[config.mk]
export PLATFORM = sky130hd
export DESIGN_NAME = bsps_top
export DESIGN_NICKNAME = d
export VERILOG_FILES = /design/src/shared/bsps_pkg.sv /design/src/verilog/bsps_sync.sv /design/src/verilog/bsps_top.sv
export VERILOG_INCLUDE_DIRS = /design/src /design/src/shared
export SDC_FILE = /design/constraint.sdc
export NUM_CORES = 1
export LEC_CHECK = 0
export BUFFER_PORTS_ARGS = -buffer_cell sky130_fd_sc_hd__buf_2
export CAP_MARGIN = 20
export CORE_UTILIZATION = 47
export DETAILED_ROUTE_END_ITERATION = 7
export GPL_ROUTABILITY_DRIVEN = 1
export GPL_TIMING_DRIVEN = 0
export PLACE_DENSITY = 0.76
export SLEW_MARGIN = 25
export SYNTH_ARGS = -nofsm -noshare
export SYNTH_HDL_FRONTEND = slang
export SYNTH_SLANG_ARGS = --single-unit
[constraint.sdc]
create_clock -name clk_i -period 1.7 [get_ports clk_i]
set_input_delay 0.085 -clock clk_i [delete_from_list [all_inputs] [get_ports clk_i]]
set_output_delay 0.085 -clock clk_i [all_outputs]
set_load 0.05 [all_outputs]
[src/shared/bsps_cfg.svh]
// bsps_cfg.svh: offsets, field positions, reset values and counts for the
// bus strobe and power-up sequencer.
// assumes a 40 MHz clock and a 32-bit classic wishbone register port.
`ifndef BSPS_CFG_SVH
`define BSPS_CFG_SVH

// register byte offsets
`define BSPS_A_CTRL 8'h00
`define BSPS_A_STAT 8'h04
`define BSPS_A_MODE 8'h08
`define BSPS_A_PC 8'h0C
`define BSPS_A_SP 8'h10
`define BSPS_A_PSW 8'h14

// control register fields
`define BSPS_CTRL_RSTI 0
`define BSPS_CTRL_CEN 1

// mode word fields
`define BSPS_MB_PCLK 0
`define BSPS_MB_STD 1
`define BSPS_MB_DLY 8
`define BSPS_MB_STAT 9
`define BSPS_MB_SMALL 10
`define BSPS_MB_NARROW 11
`define BSPS_MB_USER 12
`define BSPS_MB_START 13

// reset values and masks
`define BSPS_MODE_RST 16'hFFFF
`define BSPS_MODE_RSVD 16'h00FC
`define BSPS_PULL_MASK 16'hFF03
`define BSPS_SP_INIT 16'h00FE
`define BSPS_PSW_INIT 16'h00E0

// start addresses, selector 7 first
`define BSPS_START_TBL {16'hF400, 16'hF600, 16'h0000, 16'h1000, \
	16'h2000, 16'h4000, 16'h8000, 16'hC000}

// transaction codes on the select lines
`define BSPS_SEL_RW 2'h0
`define BSPS_SEL_REF 2'h1
`define BSPS_SEL_IACK 2'h2
`define BSPS_SEL_OTHER 2'h3

// timing
`define BSPS_CLK_MHZ 40
`define BSPS_FILL_NARROW 5'h14
`define BSPS_FILL_WIDE 5'h0A
`define BSPS_UC_STD 2'h2
`define BSPS_UC_LONG 2'h3
`define BSPS_LOAD_NS 400
`define BSPS_LOAD_CYC ((`BSPS_LOAD_NS * `BSPS_CLK_MHZ + 999) / 1000)

`endif

[src/shared/bsps_pkg.sv]
// bsps_pkg: types of the bus strobe and power-up sequencer.
// assumes bsps_cfg.svh carries every number.
package bsps_pkg;

	// bus transaction kinds
	typedef enum logic [2:0] {
		BSPS_TX_RW = 3'h0,
		BSPS_TX_REF = 3'h1,
		BSPS_TX_IACK = 3'h2,
		BSPS_TX_DMA = 3'h3,
		BSPS_TX_INTERRUPT_POLL_CYCLE = 3'h4,
		BSPS_TX_NOP = 3'h5
	} bsps_txn_e;

	// bus phases, gray in listed order; pi to hold and hold to idle change two bits
	typedef enum logic [2:0] {
		BSPS_B_IDLE = 3'h0,
		BSPS_B_SETUP = 3'h1,
		BSPS_B_RAS = 3'h3,
		BSPS_B_CAS = 3'h2,
		BSPS_B_PI = 3'h6,
		BSPS_B_SLIP = 3'h7,
		BSPS_B_HOLD = 3'h5
	} bsps_bus_e;

	// power-up steps, gray along the path
	typedef enum logic [2:0] {
		BSPS_P_WAIT = 3'h0,
		BSPS_P_HIGH = 3'h1,
		BSPS_P_LOAD = 3'h3,
		BSPS_P_FILL = 3'h2,
		BSPS_P_REGS = 3'h6,
		BSPS_P_POLL = 3'h7,
		BSPS_P_RUN = 3'h5
	} bsps_pwr_e;

endpackage

[src/verilog/bsps_sync.sv]
// bsps_sync: two-flop synchroniser for a group of pin inputs.
// assumes each bit is an independent level; no word coherence given.
`timescale 1ns/10ps
`default_nettype none
module bsps_sync #(
	parameter int W = 1,
	parameter logic [W-1:0] INIT = '0
) (
	input wire logic clk_i,
	input wire logic rst_i,
	input wire logic ce_i,
	input wire logic [W-1:0] d_i,
	output logic [W-1:0] q_o
);
	logic [W-1:0] meta;

	// first stage feeds only the second
	always_ff @(posedge clk_i) begin
		if (rst_i) begin
			meta <= INIT;
			q_o <= INIT;
		end else if (ce_i) begin
			meta <= d_i;
			q_o <= meta;
		end
	end
endmodule
`default_nettype wire

[src/verilog/bsps_top.sv]
// bsps_top: bus strobes, wait slips, power-up sequence and clock output.
// assumes a core on the same clock issues transactions, wishbone registers.
// Behaviour
// - 16-bit mode byte write strobes on writes only
// - DMA releases both write pins to pull-ups
// - 8-bit mode read and write strobes, never both
// - delayed mode times strobes like column strobe
// - select lines carry the transaction code
// - one slip per wait assertion
// - wait ignored while row strobe is idle
// - slip only after row, column, priority edges
// - wait tied low gives one slip each
// - slips extend read/write, iack, DMA only
// - bus clear drives mode pull-ups on 15:8,1:0
// - power-up high aborts, control outputs unasserted
// - sequence starts on fall after seen rise
// - mode capture from clear and low until release
// - mode word from bus, bits 7:2 ignored
// - 20 or 10 refresh or idle cycles
// - load SP 376, PC start, PROCESSOR_STATUS_WORD 340
// - end with interrupt poll, then run
// - reset instruction: clear, mode, poll only
// - clock out half rate or microcycle pulse
// - mode bits select width, memory, size, tester; size and tester bits stored, unused
// - bits 15:13 pick start address
// - polarity of each mode bit
`timescale 1ns/10ps
`default_nettype none
`include "bsps_cfg.svh"
module bsps_top
	import bsps_pkg::*;
#(
	parameter int LOAD_CYC = `BSPS_LOAD_CYC
) (
	input wire logic clk_i,
	input wire logic rst_i,
	input wire logic ce_i,
	// wishbone slave
	input wire logic wb_cyc_i,
	input wire logic wb_stb_i,
	input wire logic wb_we_i,
	input wire logic [7:0] wb_adr_i,
	input wire logic [3:0] wb_sel_i,
	input wire logic [31:0] wb_dat_i,
	output logic [31:0] wb_dat_o,
	output logic wb_ack_o,
	// core transaction port
	input wire logic txn_req_i,
	input wire bsps_txn_e txn_type_i,
	input wire logic txn_wr_i,
	input wire logic txn_hb_i,
	input wire logic txn_lb_i,
	output logic txn_ack_o,
	output logic run_o,
	// pins
	input wire logic power_on_input_i,
	input wire logic wait_n_i,
	input wire logic [15:0] muxed_addr_data_lines_i,
	output logic [15:0] dal_pullup_en_o,
	output logic system_clear_out_n_o,
	output logic ras_n_o,
	output logic cas_n_o,
	output logic priority_sample_strobe_o,
	output logic high_byte_write_strobe_n_o,
	output logic high_byte_write_strobe_oe_o,
	output logic low_byte_write_strobe_n_o,
	output logic low_byte_write_strobe_oe_o,
	output logic [1:0] sel_o,
	output logic clock_output_pin_o
);
	localparam int LCW = $clog2(LOAD_CYC + 1);
	localparam logic [LCW-1:0] LOAD_LAST = LCW'(LOAD_CYC - 1);
	localparam logic [127:0] START_TBL = `BSPS_START_TBL;

	logic pup_s;
	logic wait_n_s;
	logic [15:0] dal_s;
	logic pup_q;
	logic [15:0] mode_config_word;
	logic [1:0] uc;
	logic uc_end;
	bsps_bus_e bus;
	bsps_pwr_e pwr;
	bsps_txn_e cur;
	logic cur_wr;
	logic cur_hb;
	logic cur_lb;
	logic wprev;
	logic [1:0] pend;
	logic slip_ok;
	logic ras_on;
	logic w_edge;
	logic done;
	logic go;
	bsps_txn_e go_type;
	logic [4:0] fill_cnt;
	logic [4:0] fill_tgt;
	logic [LCW-1:0] load_cnt;
	logic skip_init;
	logic [1:0] reg_step;
	logic [15:0] sp;
	logic [15:0] pc;
	logic [15:0] processor_status_word;
	logic rsti_req;
	logic core_en;
	logic wb_hit;
	logic [31:0] rd_mux;
	logic win;
	logic rw;

	// pins through two flops first
	bsps_sync #(
		.W(18),
		.INIT({1'b0, 1'b1, 16'hFFFF})
	) u_sync (
		.clk_i(clk_i),
		.rst_i(rst_i),
		.ce_i(ce_i),
		.d_i({power_on_input_i, wait_n_i, muxed_addr_data_lines_i}),
		.q_o({pup_s, wait_n_s, dal_s})
	);

	// microcycle timing: long mode always four periods
	assign uc_end = (uc == (mode_config_word[`BSPS_MB_STD] ? `BSPS_UC_STD : `BSPS_UC_LONG));

	always_ff @(posedge clk_i) begin
		if (rst_i || (ce_i && pup_s)) begin
			uc <= 2'h0;
		end else if (ce_i) begin
			uc <= uc_end ? 2'h0 : 2'(uc + 2'h1);
		end
	end

	// transaction source: power-up steps first, core only when running
	always_comb begin
		go = 1'b0;
		go_type = BSPS_TX_NOP;
		case (pwr)
			BSPS_P_FILL: begin
				go = 1'b1;
				go_type = mode_config_word[`BSPS_MB_STAT] ? BSPS_TX_NOP : BSPS_TX_REF;
			end
			BSPS_P_POLL: begin
				go = 1'b1;
				go_type = BSPS_TX_INTERRUPT_POLL_CYCLE;
			end
			BSPS_P_RUN: begin
				go = txn_req_i && core_en && !rsti_req;
				go_type = txn_type_i;
			end
			default: begin
				go = 1'b0;
			end
		endcase
	end

	assign done = (bus == BSPS_B_HOLD) && uc_end;
	assign ras_on = (bus == BSPS_B_RAS) || (bus == BSPS_B_CAS) || (bus == BSPS_B_PI) || (bus == BSPS_B_SLIP);
	// refresh, poll and idle cycles never stretch
	assign slip_ok = (cur == BSPS_TX_RW) || (cur == BSPS_TX_IACK) || (cur == BSPS_TX_DMA);
	// an already-low wait at row strobe counts as an assertion
	assign w_edge = !wait_n_s && !wprev && ras_on && slip_ok;

	// bus phase machine, one phase per microcycle
	always_ff @(posedge clk_i) begin
		if (rst_i || (ce_i && pup_s)) begin
			bus <= BSPS_B_IDLE;
		end else if (ce_i && uc_end) begin
			case (bus)
				BSPS_B_IDLE: begin
					if (go) begin
						bus <= BSPS_B_SETUP;
					end
				end
				BSPS_B_SETUP: begin
					bus <= BSPS_B_RAS;
				end
				BSPS_B_RAS: begin
					bus <= BSPS_B_CAS;
				end
				BSPS_B_CAS: begin
					bus <= BSPS_B_PI;
				end
				BSPS_B_PI: begin
					// slips wait for all three leading edges
					bus <= (pend != 2'h0 || w_edge) ? BSPS_B_SLIP : BSPS_B_HOLD;
				end
				BSPS_B_SLIP: begin
					bus <= (pend > 2'h1 || w_edge) ? BSPS_B_SLIP : BSPS_B_HOLD;
				end
				BSPS_B_HOLD: begin
					bus <= BSPS_B_IDLE;
				end
				default: begin
					bus <= BSPS_B_IDLE;
				end
			endcase
		end
	end

	// latch the transaction at its start
	always_ff @(posedge clk_i) begin
		if (rst_i) begin
			cur <= BSPS_TX_NOP;
			cur_wr <= 1'b0;
			cur_hb <= 1'b0;
			cur_lb <= 1'b0;
		end else if (ce_i && uc_end && bus == BSPS_B_IDLE && go) begin
			cur <= go_type;
			cur_wr <= (pwr == BSPS_P_RUN) && txn_wr_i;
			cur_hb <= txn_hb_i;
			cur_lb <= txn_lb_i;
		end
	end

	// pending slips: one per wait assertion, a set and a use in the same cycle cancel
	always_ff @(posedge clk_i) begin
		if (rst_i || (ce_i && (pup_s || bus == BSPS_B_IDLE))) begin
			pend <= 2'h0;
			wprev <= 1'b0;
		end else if (ce_i) begin
			wprev <= ras_on && !wait_n_s;
			if (w_edge && !(bus == BSPS_B_SLIP && uc_end)) begin
				pend <= (pend == 2'h3) ? pend : 2'(pend + 2'h1);
			end else if (!w_edge && bus == BSPS_B_SLIP && uc_end && pend != 2'h0) begin
				pend <= 2'(pend - 2'h1);
			end
		end
	end

	// power-up and reset-instruction sequencer
	always_ff @(posedge clk_i) begin
		if (rst_i) begin
			pwr <= BSPS_P_WAIT;
		end else if (ce_i) begin
			if (pup_s) begin
				pwr <= BSPS_P_HIGH; // rise registered first
			end else begin
				case (pwr)
					BSPS_P_WAIT: begin
						pwr <= BSPS_P_WAIT;
					end
					BSPS_P_HIGH: begin
						pwr <= BSPS_P_LOAD; // clear on, input low
					end
					BSPS_P_LOAD: begin
						if (load_cnt == LOAD_LAST) begin
							pwr <= skip_init ? BSPS_P_POLL : BSPS_P_FILL;
						end
					end
					BSPS_P_FILL: begin
						if (done && fill_cnt == 5'(fill_tgt - 5'h1)) begin
							pwr <= BSPS_P_REGS;
						end
					end
					BSPS_P_REGS: begin
						if (reg_step == 2'h2) begin
							pwr <= BSPS_P_POLL;
						end
					end
					BSPS_P_POLL: begin
						if (done) begin
							pwr <= BSPS_P_RUN;
						end
					end
					BSPS_P_RUN: begin
						if (rsti_req && bus == BSPS_B_IDLE) begin
							pwr <= BSPS_P_LOAD;
						end
					end
					default: begin
						pwr <= BSPS_P_WAIT;
					end
				endcase
			end
		end
	end

	// sequence counters
	always_ff @(posedge clk_i) begin
		if (rst_i) begin
			load_cnt <= '0;
			fill_cnt <= 5'h0;
			reg_step <= 2'h0;
			skip_init <= 1'b0;
		end else if (ce_i) begin
			load_cnt <= (pwr == BSPS_P_LOAD) ? LCW'(load_cnt + 1'b1) : '0;
			reg_step <= (pwr == BSPS_P_REGS) ? 2'(reg_step + 2'h1) : 2'h0;
			if (pwr != BSPS_P_FILL) begin
				fill_cnt <= 5'h0;
			end else if (done) begin
				fill_cnt <= 5'(fill_cnt + 5'h1);
			end
			if (pup_s) begin
				skip_init <= 1'b0;
			end else if (pwr == BSPS_P_RUN && rsti_req && bus == BSPS_B_IDLE) begin
				skip_init <= 1'b1;
			end
		end
	end

	// cycle count follows bus width
	assign fill_tgt = mode_config_word[`BSPS_MB_NARROW] ? `BSPS_FILL_NARROW : `BSPS_FILL_WIDE;

	// mode capture while clear is driven; reserved bits forced to zero
	always_ff @(posedge clk_i) begin
		if (rst_i) begin
			mode_config_word <= `BSPS_MODE_RST;
		end else if (ce_i && pwr == BSPS_P_LOAD && !pup_s) begin
			mode_config_word <= dal_s & ~`BSPS_MODE_RSVD;
		end
	end

	// register loads in order SP, PC, PROCESSOR_STATUS_WORD
	always_ff @(posedge clk_i) begin
		if (rst_i) begin
			sp <= 16'h0000;
			pc <= 16'h0000;
			processor_status_word <= 16'h0000;
		end else if (ce_i && pwr == BSPS_P_REGS) begin
			case (reg_step)
				2'h0: sp <= `BSPS_SP_INIT;
				2'h1: pc <= START_TBL[mode_config_word[15:`BSPS_MB_START] * 16 +: 16];
				2'h2: processor_status_word <= `BSPS_PSW_INIT;
				default: sp <= sp;
			endcase
		end
	end

	// delayed mode follows the column strobe window
	assign win = mode_config_word[`BSPS_MB_DLY]
		? (bus == BSPS_B_CAS || bus == BSPS_B_PI || bus == BSPS_B_SLIP)
		: (bus != BSPS_B_IDLE);
	assign rw = win && cur == BSPS_TX_RW;

	// bus strobes and select lines, registered
	always_ff @(posedge clk_i) begin
		if (rst_i || (ce_i && pup_s)) begin
			ras_n_o <= 1'b1;
			cas_n_o <= 1'b1;
			priority_sample_strobe_o <= 1'b0;
			high_byte_write_strobe_n_o <= 1'b1;
			low_byte_write_strobe_n_o <= 1'b1;
			high_byte_write_strobe_oe_o <= 1'b1;
			low_byte_write_strobe_oe_o <= 1'b1;
			sel_o <= `BSPS_SEL_OTHER;
		end else if (ce_i) begin
			ras_n_o <= !(ras_on && (cur == BSPS_TX_RW || cur == BSPS_TX_REF
				|| cur == BSPS_TX_IACK || cur == BSPS_TX_DMA));
			cas_n_o <= !((bus == BSPS_B_CAS || bus == BSPS_B_PI || bus == BSPS_B_SLIP)
				&& (cur == BSPS_TX_RW || cur == BSPS_TX_DMA || cur == BSPS_TX_INTERRUPT_POLL_CYCLE));
			priority_sample_strobe_o <= (bus == BSPS_B_PI || bus == BSPS_B_SLIP)
				&& (cur == BSPS_TX_RW || cur == BSPS_TX_DMA || cur == BSPS_TX_INTERRUPT_POLL_CYCLE);
			if (mode_config_word[`BSPS_MB_NARROW]) begin
				high_byte_write_strobe_n_o <= !(rw && !cur_wr); // read strobe
				low_byte_write_strobe_n_o <= !(rw && cur_wr); // write_strobe_narrow
			end else begin
				high_byte_write_strobe_n_o <= !(rw && cur_wr && cur_hb);
				low_byte_write_strobe_n_o <= !(rw && cur_wr && cur_lb);
			end
			// DMA leaves the pins to the weak pull-ups
			high_byte_write_strobe_oe_o <= !(bus != BSPS_B_IDLE && cur == BSPS_TX_DMA);
			low_byte_write_strobe_oe_o <= !(bus != BSPS_B_IDLE && cur == BSPS_TX_DMA);
			if (bus == BSPS_B_IDLE) begin
				sel_o <= `BSPS_SEL_OTHER;
			end else begin
				case (cur)
					BSPS_TX_RW: sel_o <= `BSPS_SEL_RW;
					BSPS_TX_REF: sel_o <= `BSPS_SEL_REF;
					BSPS_TX_IACK: sel_o <= `BSPS_SEL_IACK;
					default: sel_o <= `BSPS_SEL_OTHER;
				endcase
			end
		end
	end

	// bus clear and pull-up enables
	always_ff @(posedge clk_i) begin
		if (rst_i) begin
			system_clear_out_n_o <= 1'b1;
			dal_pullup_en_o <= 16'h0000;
		end else if (ce_i) begin
			system_clear_out_n_o <= !(pup_s || pwr == BSPS_P_HIGH || pwr == BSPS_P_LOAD);
			dal_pullup_en_o <= (pup_s || pwr == BSPS_P_HIGH || pwr == BSPS_P_LOAD)
				? `BSPS_PULL_MASK : 16'h0000;
		end
	end

	// clock output: half rate, or one pulse per microcycle
	always_ff @(posedge clk_i) begin
		if (rst_i) begin
			clock_output_pin_o <= 1'b0;
		end else if (ce_i) begin
			if (mode_config_word[`BSPS_MB_PCLK]) begin
				clock_output_pin_o <= uc_end && !pup_s;
			end else begin
				clock_output_pin_o <= !clock_output_pin_o;
			end
		end
	end

	// core handshake, a one-cycle ack per core transaction
	always_ff @(posedge clk_i) begin
		if (rst_i) begin
			txn_ack_o <= 1'b0;
			run_o <= 1'b0;
		end else if (ce_i) begin
			txn_ack_o <= done && !pup_s && pwr == BSPS_P_RUN;
			run_o <= pwr == BSPS_P_RUN && !pup_s;
		end
	end

	// register port: one wait state, unmapped reads return zero
	assign wb_hit = wb_cyc_i && wb_stb_i && !wb_ack_o;

	always_comb begin
		case (wb_adr_i)
			`BSPS_A_CTRL: rd_mux = {30'h0, core_en, rsti_req};
			`BSPS_A_STAT: rd_mux = {21'h0, pend, run_o, 1'b0, pwr, 1'b0, bus};
			`BSPS_A_MODE: rd_mux = {16'h0, mode_config_word};
			`BSPS_A_PC: rd_mux = {16'h0, pc};
			`BSPS_A_SP: rd_mux = {16'h0, sp};
			`BSPS_A_PSW: rd_mux = {16'h0, processor_status_word};
			default: rd_mux = 32'h0;
		endcase
	end

	always_ff @(posedge clk_i) begin
		if (rst_i) begin
			wb_ack_o <= 1'b0;
			wb_dat_o <= 32'h0;
		end else if (ce_i) begin
			wb_ack_o <= wb_hit;
			wb_dat_o <= (wb_hit && !wb_we_i) ? rd_mux : 32'h0;
		end
	end

	// control bits; a request taken at the same edge as a write stays set
	always_ff @(posedge clk_i) begin
		if (rst_i) begin
			rsti_req <= 1'b0;
			core_en <= 1'b1;
		end else if (ce_i) begin
			if (wb_hit && wb_we_i && wb_adr_i == `BSPS_A_CTRL && wb_sel_i[0]) begin
				rsti_req <= rsti_req || wb_dat_i[`BSPS_CTRL_RSTI];
				core_en <= wb_dat_i[`BSPS_CTRL_CEN];
			end else if (pup_s || (pwr == BSPS_P_RUN && bus == BSPS_B_IDLE)) begin
				rsti_req <= 1'b0;
			end
		end
	end
endmodule
`default_nettype wire

==> results of run 1 <==
-- tightest hold or removal path: cells and delay by family --
| kind | cells | cell delay, ps |
|---|---|---|
| AOI/OAI and AO/OA | 2 | 230 |
| buffers and inverters | 1 | 80 |
-- power by group --
part,internal (mW),switching (mW)
logic,0.271,0.473
clock network,0.710,0.958
registers,2.52,0.0491
-- placed cells by master, fill, tap and decap left out, types with 3 or more instances in the layout --
cell type,instances
a31oi_1,7
buf_1,5
clkbuf_8,9
mux2_2,6
and3b_1,4
buf_6,3
conb_1,22
dlygate4sd3_1,17
dfxtp_2,6
and3_1,5
o21ai_0,23
dfxtp_1,99
nand2b_1,3
nand3b_1,5
nand3_1,6
nor2_1,54
nor2b_1,38
xnor2_1,5
o22ai_1,4
inv_1,16
mux2i_1,13
inv_6,3
nand4_1,6
buf_2,77
ha_1,8
a21oi_1,36
a211o_1,34
clkbuf_1,16
buf_4,46
a22oi_1,8
nand2_1,44
nor3_1,9
and2_1,3
-- area by class of cell --
| type | count | area (um^2) | share of cell area [%] |
|---|---|---|---|
| multi-input cells | 408 | 2700 | 42.9 |
| flip-flops and latches | 105 | 2110 | 33.6 |
| repair buffers | 102 | 624 | 9.93 |
| plain buffers | 66 | 414 | 6.59 |
| well taps | 136 | 170 | 2.71 |
| clock buffers | 9 | 124 | 1.97 |
| clock inverters | 7 | 83.8 | 1.33 |
| inverters | 17 | 63.8 | 1.02 |
-- metal layers --
layer  GRT usage, %  share of wire (%)  vias to the layer above
li1               -                  -                     2245
met1           30.3                 43                     2208
met2           41.7                 47                      188
met3           6.43                7.4                       32
met4           10.8                2.6                        0
met5              0                  0                        -
-- repair_timing --
action	in CTS	in global routing
pin swaps	4	9
gates resized for setup	26	25
endpoints found under the hold margin	17	0
hold buffers	17	0
setup buffers	5	5
endpoints found under the setup margin	38	42
-- registers in the layout (all words and copies together), names as in the netlist, 2 cells and up --
signal / cells
uc: 2
pc: 6
wb_dat_o: 16
pend: 2
bus: 3
sel_o: 2
u_sync.q_o: 12
cur: 3
pwr: 3
load_cnt: 5
mode_config_word: 11
fill_cnt: 5
reg_step: 2
u_sync.meta: 12
-- final timing paths --
check	start	endpoint	slack (ps)
max	pwr[1]	pwr[0]	-20
min	txn_type_i[0]	cur[0]	30
max reg2reg	pwr[1]	pwr[0]	-20
min reg2reg	u_sync.meta[1]	u_sync.q_o[1]	460
-- logic make-up (layout without fill, tap and decap cells) --
family          count (synthesis)  after routing
other cells                     1             22
buf+inv                        85            201
xor+xnor                        7              7
flops                         105            105
compound gates                143            143
simple gates                  207            207
mux                            19             19
fa+ha+maj                      10             10
-- stage by stage --
stage / setup WS [ps] / power (mW) / utilization [%]
5_1_grt: -104 / 5.15 / 60.9
3_5_place_dp: -351 / 3.28 / 54.7
2_1_floorplan: -58.2 / 3.11 / -
4_1_cts: -8.33 / 4.95 / 59.7
6_report: -21.8 / 4.98 / 60.9
3_3_place_gp: -323 / 3.27 / 54.7
==> flow_summary.json, run 1 <==
{
  "status": "finished, violations left",
  "violations": "negative setup slack",
  "synth_cells": 577,
  "synth_xor_xnor_area_share_pct": 1.22,
  "die_w_um": 105,
  "avgSynthCellArea_um2": 8.69,
  "synthTopCellsByArea": "dfxtp_1 (42%), a211o_1 (5.9%), buf_4 (5.2%)",
  "critPathBufInv": 2,
  "via_per_inst": 5.50,
  "vdd_drop_max_mv": 0.697,
  "ys_warn_count": 0,
  "grt_pass1_wl_um": 21600,
  "synth-seq-cells": 105,
  "slew_violations": 0,
  "fillers": 897,
  "dp_hpwl_um": 9770,
  "synthSimpleGateAreaFrac_pct": 21.5,
  "routed_wirelength_um": 13700,
  "first_pass_iters": 5,
  "worst_slew_pin_slew_ps": 727,
  "ant_nets": 0,
  "rr_worst_depth": 6,
  "crit_type": "register to register",
  "crit_family": "simple AND/OR/NAND/NOR gates",
  "rsz0062_at_grt": "yes",
  "clkTransAtPathRegs_ps": 110,
  "first_global_vias": 4458,
  "fin_skew_ps": 17.8,
  "netlist.area_leader.share_pct": 41.9,
  "path_depth": 6,
  "synth_top_area_cell": "dfxtp_1",
  "wl_per_cell_um": 16.1,
  "worst_setup_path_start_kind": "register",
  "fp.dieArea_mm2": 0.0111,
  "yosysMostFrequentCell": "dfxtp_1",
  "cts.sinks": 105,
  "placed_cells": 809,
  "area_growth_pct": 25.4,
  "worstPathMaxFanout": 10,
  "holdWs_ps": 28.2,
  "finalCritPeriodShare_pct": 101,
  "grt_max_degree": 20,
  "crit_arrival_ps": 1980,
  "setup_violations": 1,
  "insertion_delay_ps": 400,
  "placed_cell_area_mm2": 0.00564,
  "synth_compound_area_share_pct": 19.4,
  "drive_above_1_share_pct": 26.2,
  "clock_path_buffers": 2,
  "whs_path_depth": 3,
  "ctsHtreeMaxLevel": 3,
  "fmax_mhz": 581,
  "async_reset_ff_share_pct": 0,
  "ys_seq_area_share_pct": 41.9,
  "n_antenna_cell": 0,
  "cts_tree": "built",
  "setup_slack_ps": -21.8,
  "final-instance-count-excl-fill": 850,
  "stdcell_area_mm2": 0.00628,
  "drv_cap": 0,
  "core_mm2": 0.0103,
  "fp.dieH_um": 105,
  "ys_types": 63,
  "path_cells": "buf_4 > inv_1 > or3_4 > nand2b_4 > a221oi_2 > a211oi_1",
  "port_buffers": 75,
  "num_vias": 4673,
  "start_util_pct": 48.6,
  "nets": 794,
  "cts_buffers": 9,
  "finalCriticalPeriod_ps": 1720,
  "muxShareOfSynthArea_pct": 3.94,
  "synth_area_mm2": 0.00501,
  "synth_edf_count": 0,
  "cp.required_ps": 1960,
  "cts-root-buf": "clkbuf_8",
  "io-pin-count": 137,
  "endpoint_kind": "register",
  "leakagePower_nw": 2.58,
  "place_congestion": 0.914,
  "netlist_top_cells_count": "dfxtp_1 (105), nor2_1 (55), nand2_1 (46)",
  "synth_top_family_by_area": "simple AND/OR/NAND/NOR gates",
  "antenna_found_initial": 0,
  "initialDrtViolationCount": 350,
  "hold_viol": 0,
  "synthAdderAreaFrac_pct": 2.50,
  "num_rows": 37,
  "drc": 0,
  "grt_overflow_total": 0,
  "tns_ps": -21.8,
  "synth_ff_type": "dfxtp_1",
  "cpMaxStageDelayCell": "or3_4",
  "hp-class": "primary input to register",
  "crit_path_max_incr_delay_ps": 440,
  "powerDensity_mw_per_mm2": 792,
  "groute.usage.overall_pct": 25.0,
  "slew_headroom_pct": 51.5
}
Power figures use the tool's default switching activity.
==> inputs of run 2 (changes only) <==
ABC_AREA = 1   (was unset)
CORE_UTILIZATION = 48   (was 47)
GPL_ROUTABILITY_DRIVEN = unset   (was 1)
MAX_ROUTING_LAYER = met4   (was unset)
PLACE_DENSITY = 0.77   (was 0.76)
==> flow_summary.json, run 2 <==
{
  "crit_family": "simple AND/OR/NAND/NOR gates",
  "nets": 911,
  "hp-class": "primary input to register",
  "slew_headroom_pct": 56.2,
  "cts_tree": "built",
  "netlist.area_leader.share_pct": 41.2,
  "drive_above_1_share_pct": 21.2,
  "finalCritPeriodShare_pct": 92.1,
  "synth-seq-cells": 105,
  "io-pin-count": 137,
  "crit_path_max_incr_delay_ps": 360,
  "insertion_delay_ps": 390,
  "initialDrtViolationCount": 241,
  "num_vias": 4891,
  "rsz0062_at_grt": "no",
  "dp_hpwl_um": 9460,
  "grt_overflow_total": 0,
  "port_buffers": 73,
  "grt_pass1_wl_um": 21400,
  "top_regs": "wb_dat_o x16, u_sync.meta x12, u_sync.q_o x12",
  "via_per_inst": 5.06,
  "antenna_found_initial": 0,
  "crit_arrival_ps": 1850,
  "core_mm2": 0.0103,
  "slew_violations": 0,
  "start_util_pct": 49.4,
  "fp.dieH_um": 105,
  "endpoint_kind": "register",
  "setup_violations": 0,
  "fmax_mhz": 639,
  "path_cells": "ha_1 > and3_1 > ha_1 > inv_1 > nand2_1 > nand3_1 > nor2_2 > nand2_2 > nand2_2 > nand2_1 > nand2_1 > nor2_1",
  "clkTransAtPathRegs_ps": 110,
  "wl_per_cell_um": 13.3,
  "first_pass_iters": 5,
  "num_rows": 37,
  "worst_setup_path_start_kind": "register",
  "power_mw": 4.91,
  "drv_cap": 0,
  "largest-register": "wb_dat_o",
  "cpMaxStageDelayCell": "dfxtp_2",
  "synth_ff_type": "dfxtp_1",
  "n_antenna_cell": 0,
  "area_growth_pct": 19.5,
  "ys_types": 42,
  "cp.required_ps": 1980,
  "grt_max_degree": 21,
  "cts_buffers": 9,
  "synthTopCellsByArea": "dfxtp_1 (41%), nand2_1 (13%), nand3_1 (6.2%)",
  "cts-root-buf": "clkbuf_8",
  "synth_area_mm2": 0.00510,
  "final_common_cell": "nand2_1",
  "synth_cells": 704,
  "groute.usage.overall_pct": 25.3,
  "layout_common_cells": "nand2_1 (182), dfxtp_1 (102), buf_2 (78)",
  "synth_top_area_cell": "dfxtp_1",
  "cts.sinks": 105,
  "ys_seq_area_share_pct": 41.2,
  "fin_skew_ps": 12.0,
  "leakagePower_nw": 2.78,
  "critPathBufInv": 1,
  "synth_edf_count": 0,
  "clock_path_buffers": 2,
  "powerDensity_mw_per_mm2": 806,
  "ys_warn_count": 0,
  "place_congestion": 0.874,
  "avgSynthCellArea_um2": 7.24,
  "crit_type": "register to register",
  "finalCriticalPeriod_ps": 1570,
  "holdWs_ps": 29.2,
  "drc": 0,
  "fp.dieArea_mm2": 0.0110,
  "vdd_drop_max_mv": 0.511,
  "netlist_top_cells_count": "nand2_1 (183), dfxtp_1 (105), nand3_1 (63)",
  "ant_nets": 0,
  "hold_viol": 0,
  "first_global_vias": 4441,
  "crit_path_frequent_cell": "nand2_1",
  "async_reset_ff_share_pct": 0,
  "ctsHtreeMaxLevel": 3,
  "yosysMostFrequentCell": "nand2_1",
  "die_w_um": 105,
  "worstPathMaxFanout": 4,
  "routed_wirelength_um": 12900,
  "largest_register_ffs": 16,
  "status": "finished, final reports clean",
  "worst_slew_pin_slew_ps": 657
}
-- run 2: logic make-up (layout without fill, tap and decap cells) --
group	after synthesis	after routing	share of synthesized area, %
fa+ha+maj	10	10	2.45
simple gates	329	329	29.3
compound gates	123	123	13.4
buf+inv	132	238	12.8
xor+xnor	4	4	0.687
other cells	1	22	0.0736
flops	105	105	41.2
-- run 2: per-layer routing --
layer / wire [um] / part of all wire, % / global-route usage [%]
met4: 340 / 2.6 / 11.0
met1: 5890 / 46 / 32.9
met5: 0 / 0 / -
met3: 840 / 6.5 / 3.06
met2: 5830 / 45 / 39.5
-- run 2: worst paths after layout --
check	cells after the start	endpoint	startpoint	slack, ps
hold / removal	3	rsti_req	wb_dat_i[0]	30
setup / recovery	12	pwr[0]	load_cnt[0]	130
hold reg to reg	2	pc[12]	pc[12]	460
setup reg to reg	12	pwr[0]	load_cnt[0]	130
-- run 2: worst min-delay path, stage by stage --
cell and delay [ps]:
buf_2 90, o211ai_1 70, a21oi_1 140
-- run 2: cell type report --
type / instances / area (um^2)
repair buffers: 90 / 536
clock buffers: 9 / 124
well taps: 136 / 170
flip-flops and latches: 105 / 2110
multi-input cells: 488 / 2420
clock inverters: 7 / 71.3
plain buffers: 59 / 379
fillers: 969 / 4230
inverters: 73 / 279
-- run 2: power breakdown --
part / internal [mW] / total, mW / switching (mW) / leakage, nW
combinational: 0.244 / 0.775 / 0.531 / 1.83
sequential: 2.53 / 2.58 / 0.0458 / 0.857
clock: 0.576 / 1.56 / 0.984 / 0.0979
total: 3.35 / 4.91 / 1.56 / 2.78
-- run 2: what timing repair did --
action | 4_1_cts | 5_1_grt
buffers inserted | 0 | 0
gates resized for setup | 0 | 7
setup endpoints to repair | 0 | 10
hold buffers | 17 | 0
hold endpoints to repair | 17 | 0
-- run 2: stage by stage --
stage | area, um^2 | utilization, % | setup TNS, ps | setup WS [ps] | instances
2_1_floorplan | 5180 | - | 0 | 132 | 725
3_3_place_gp | 5710 | 55.3 | -74.6 | -15.3 | 934
3_5_place_dp | 5710 | 55.3 | -244 | -40.7 | 934
4_1_cts | 6080 | 58.9 | 0 | 66.5 | 967
5_1_grt | 6090 | 59.0 | 0 | 2.16 | 967
6_report | 6090 | 59.0 | 0 | 135 | 967
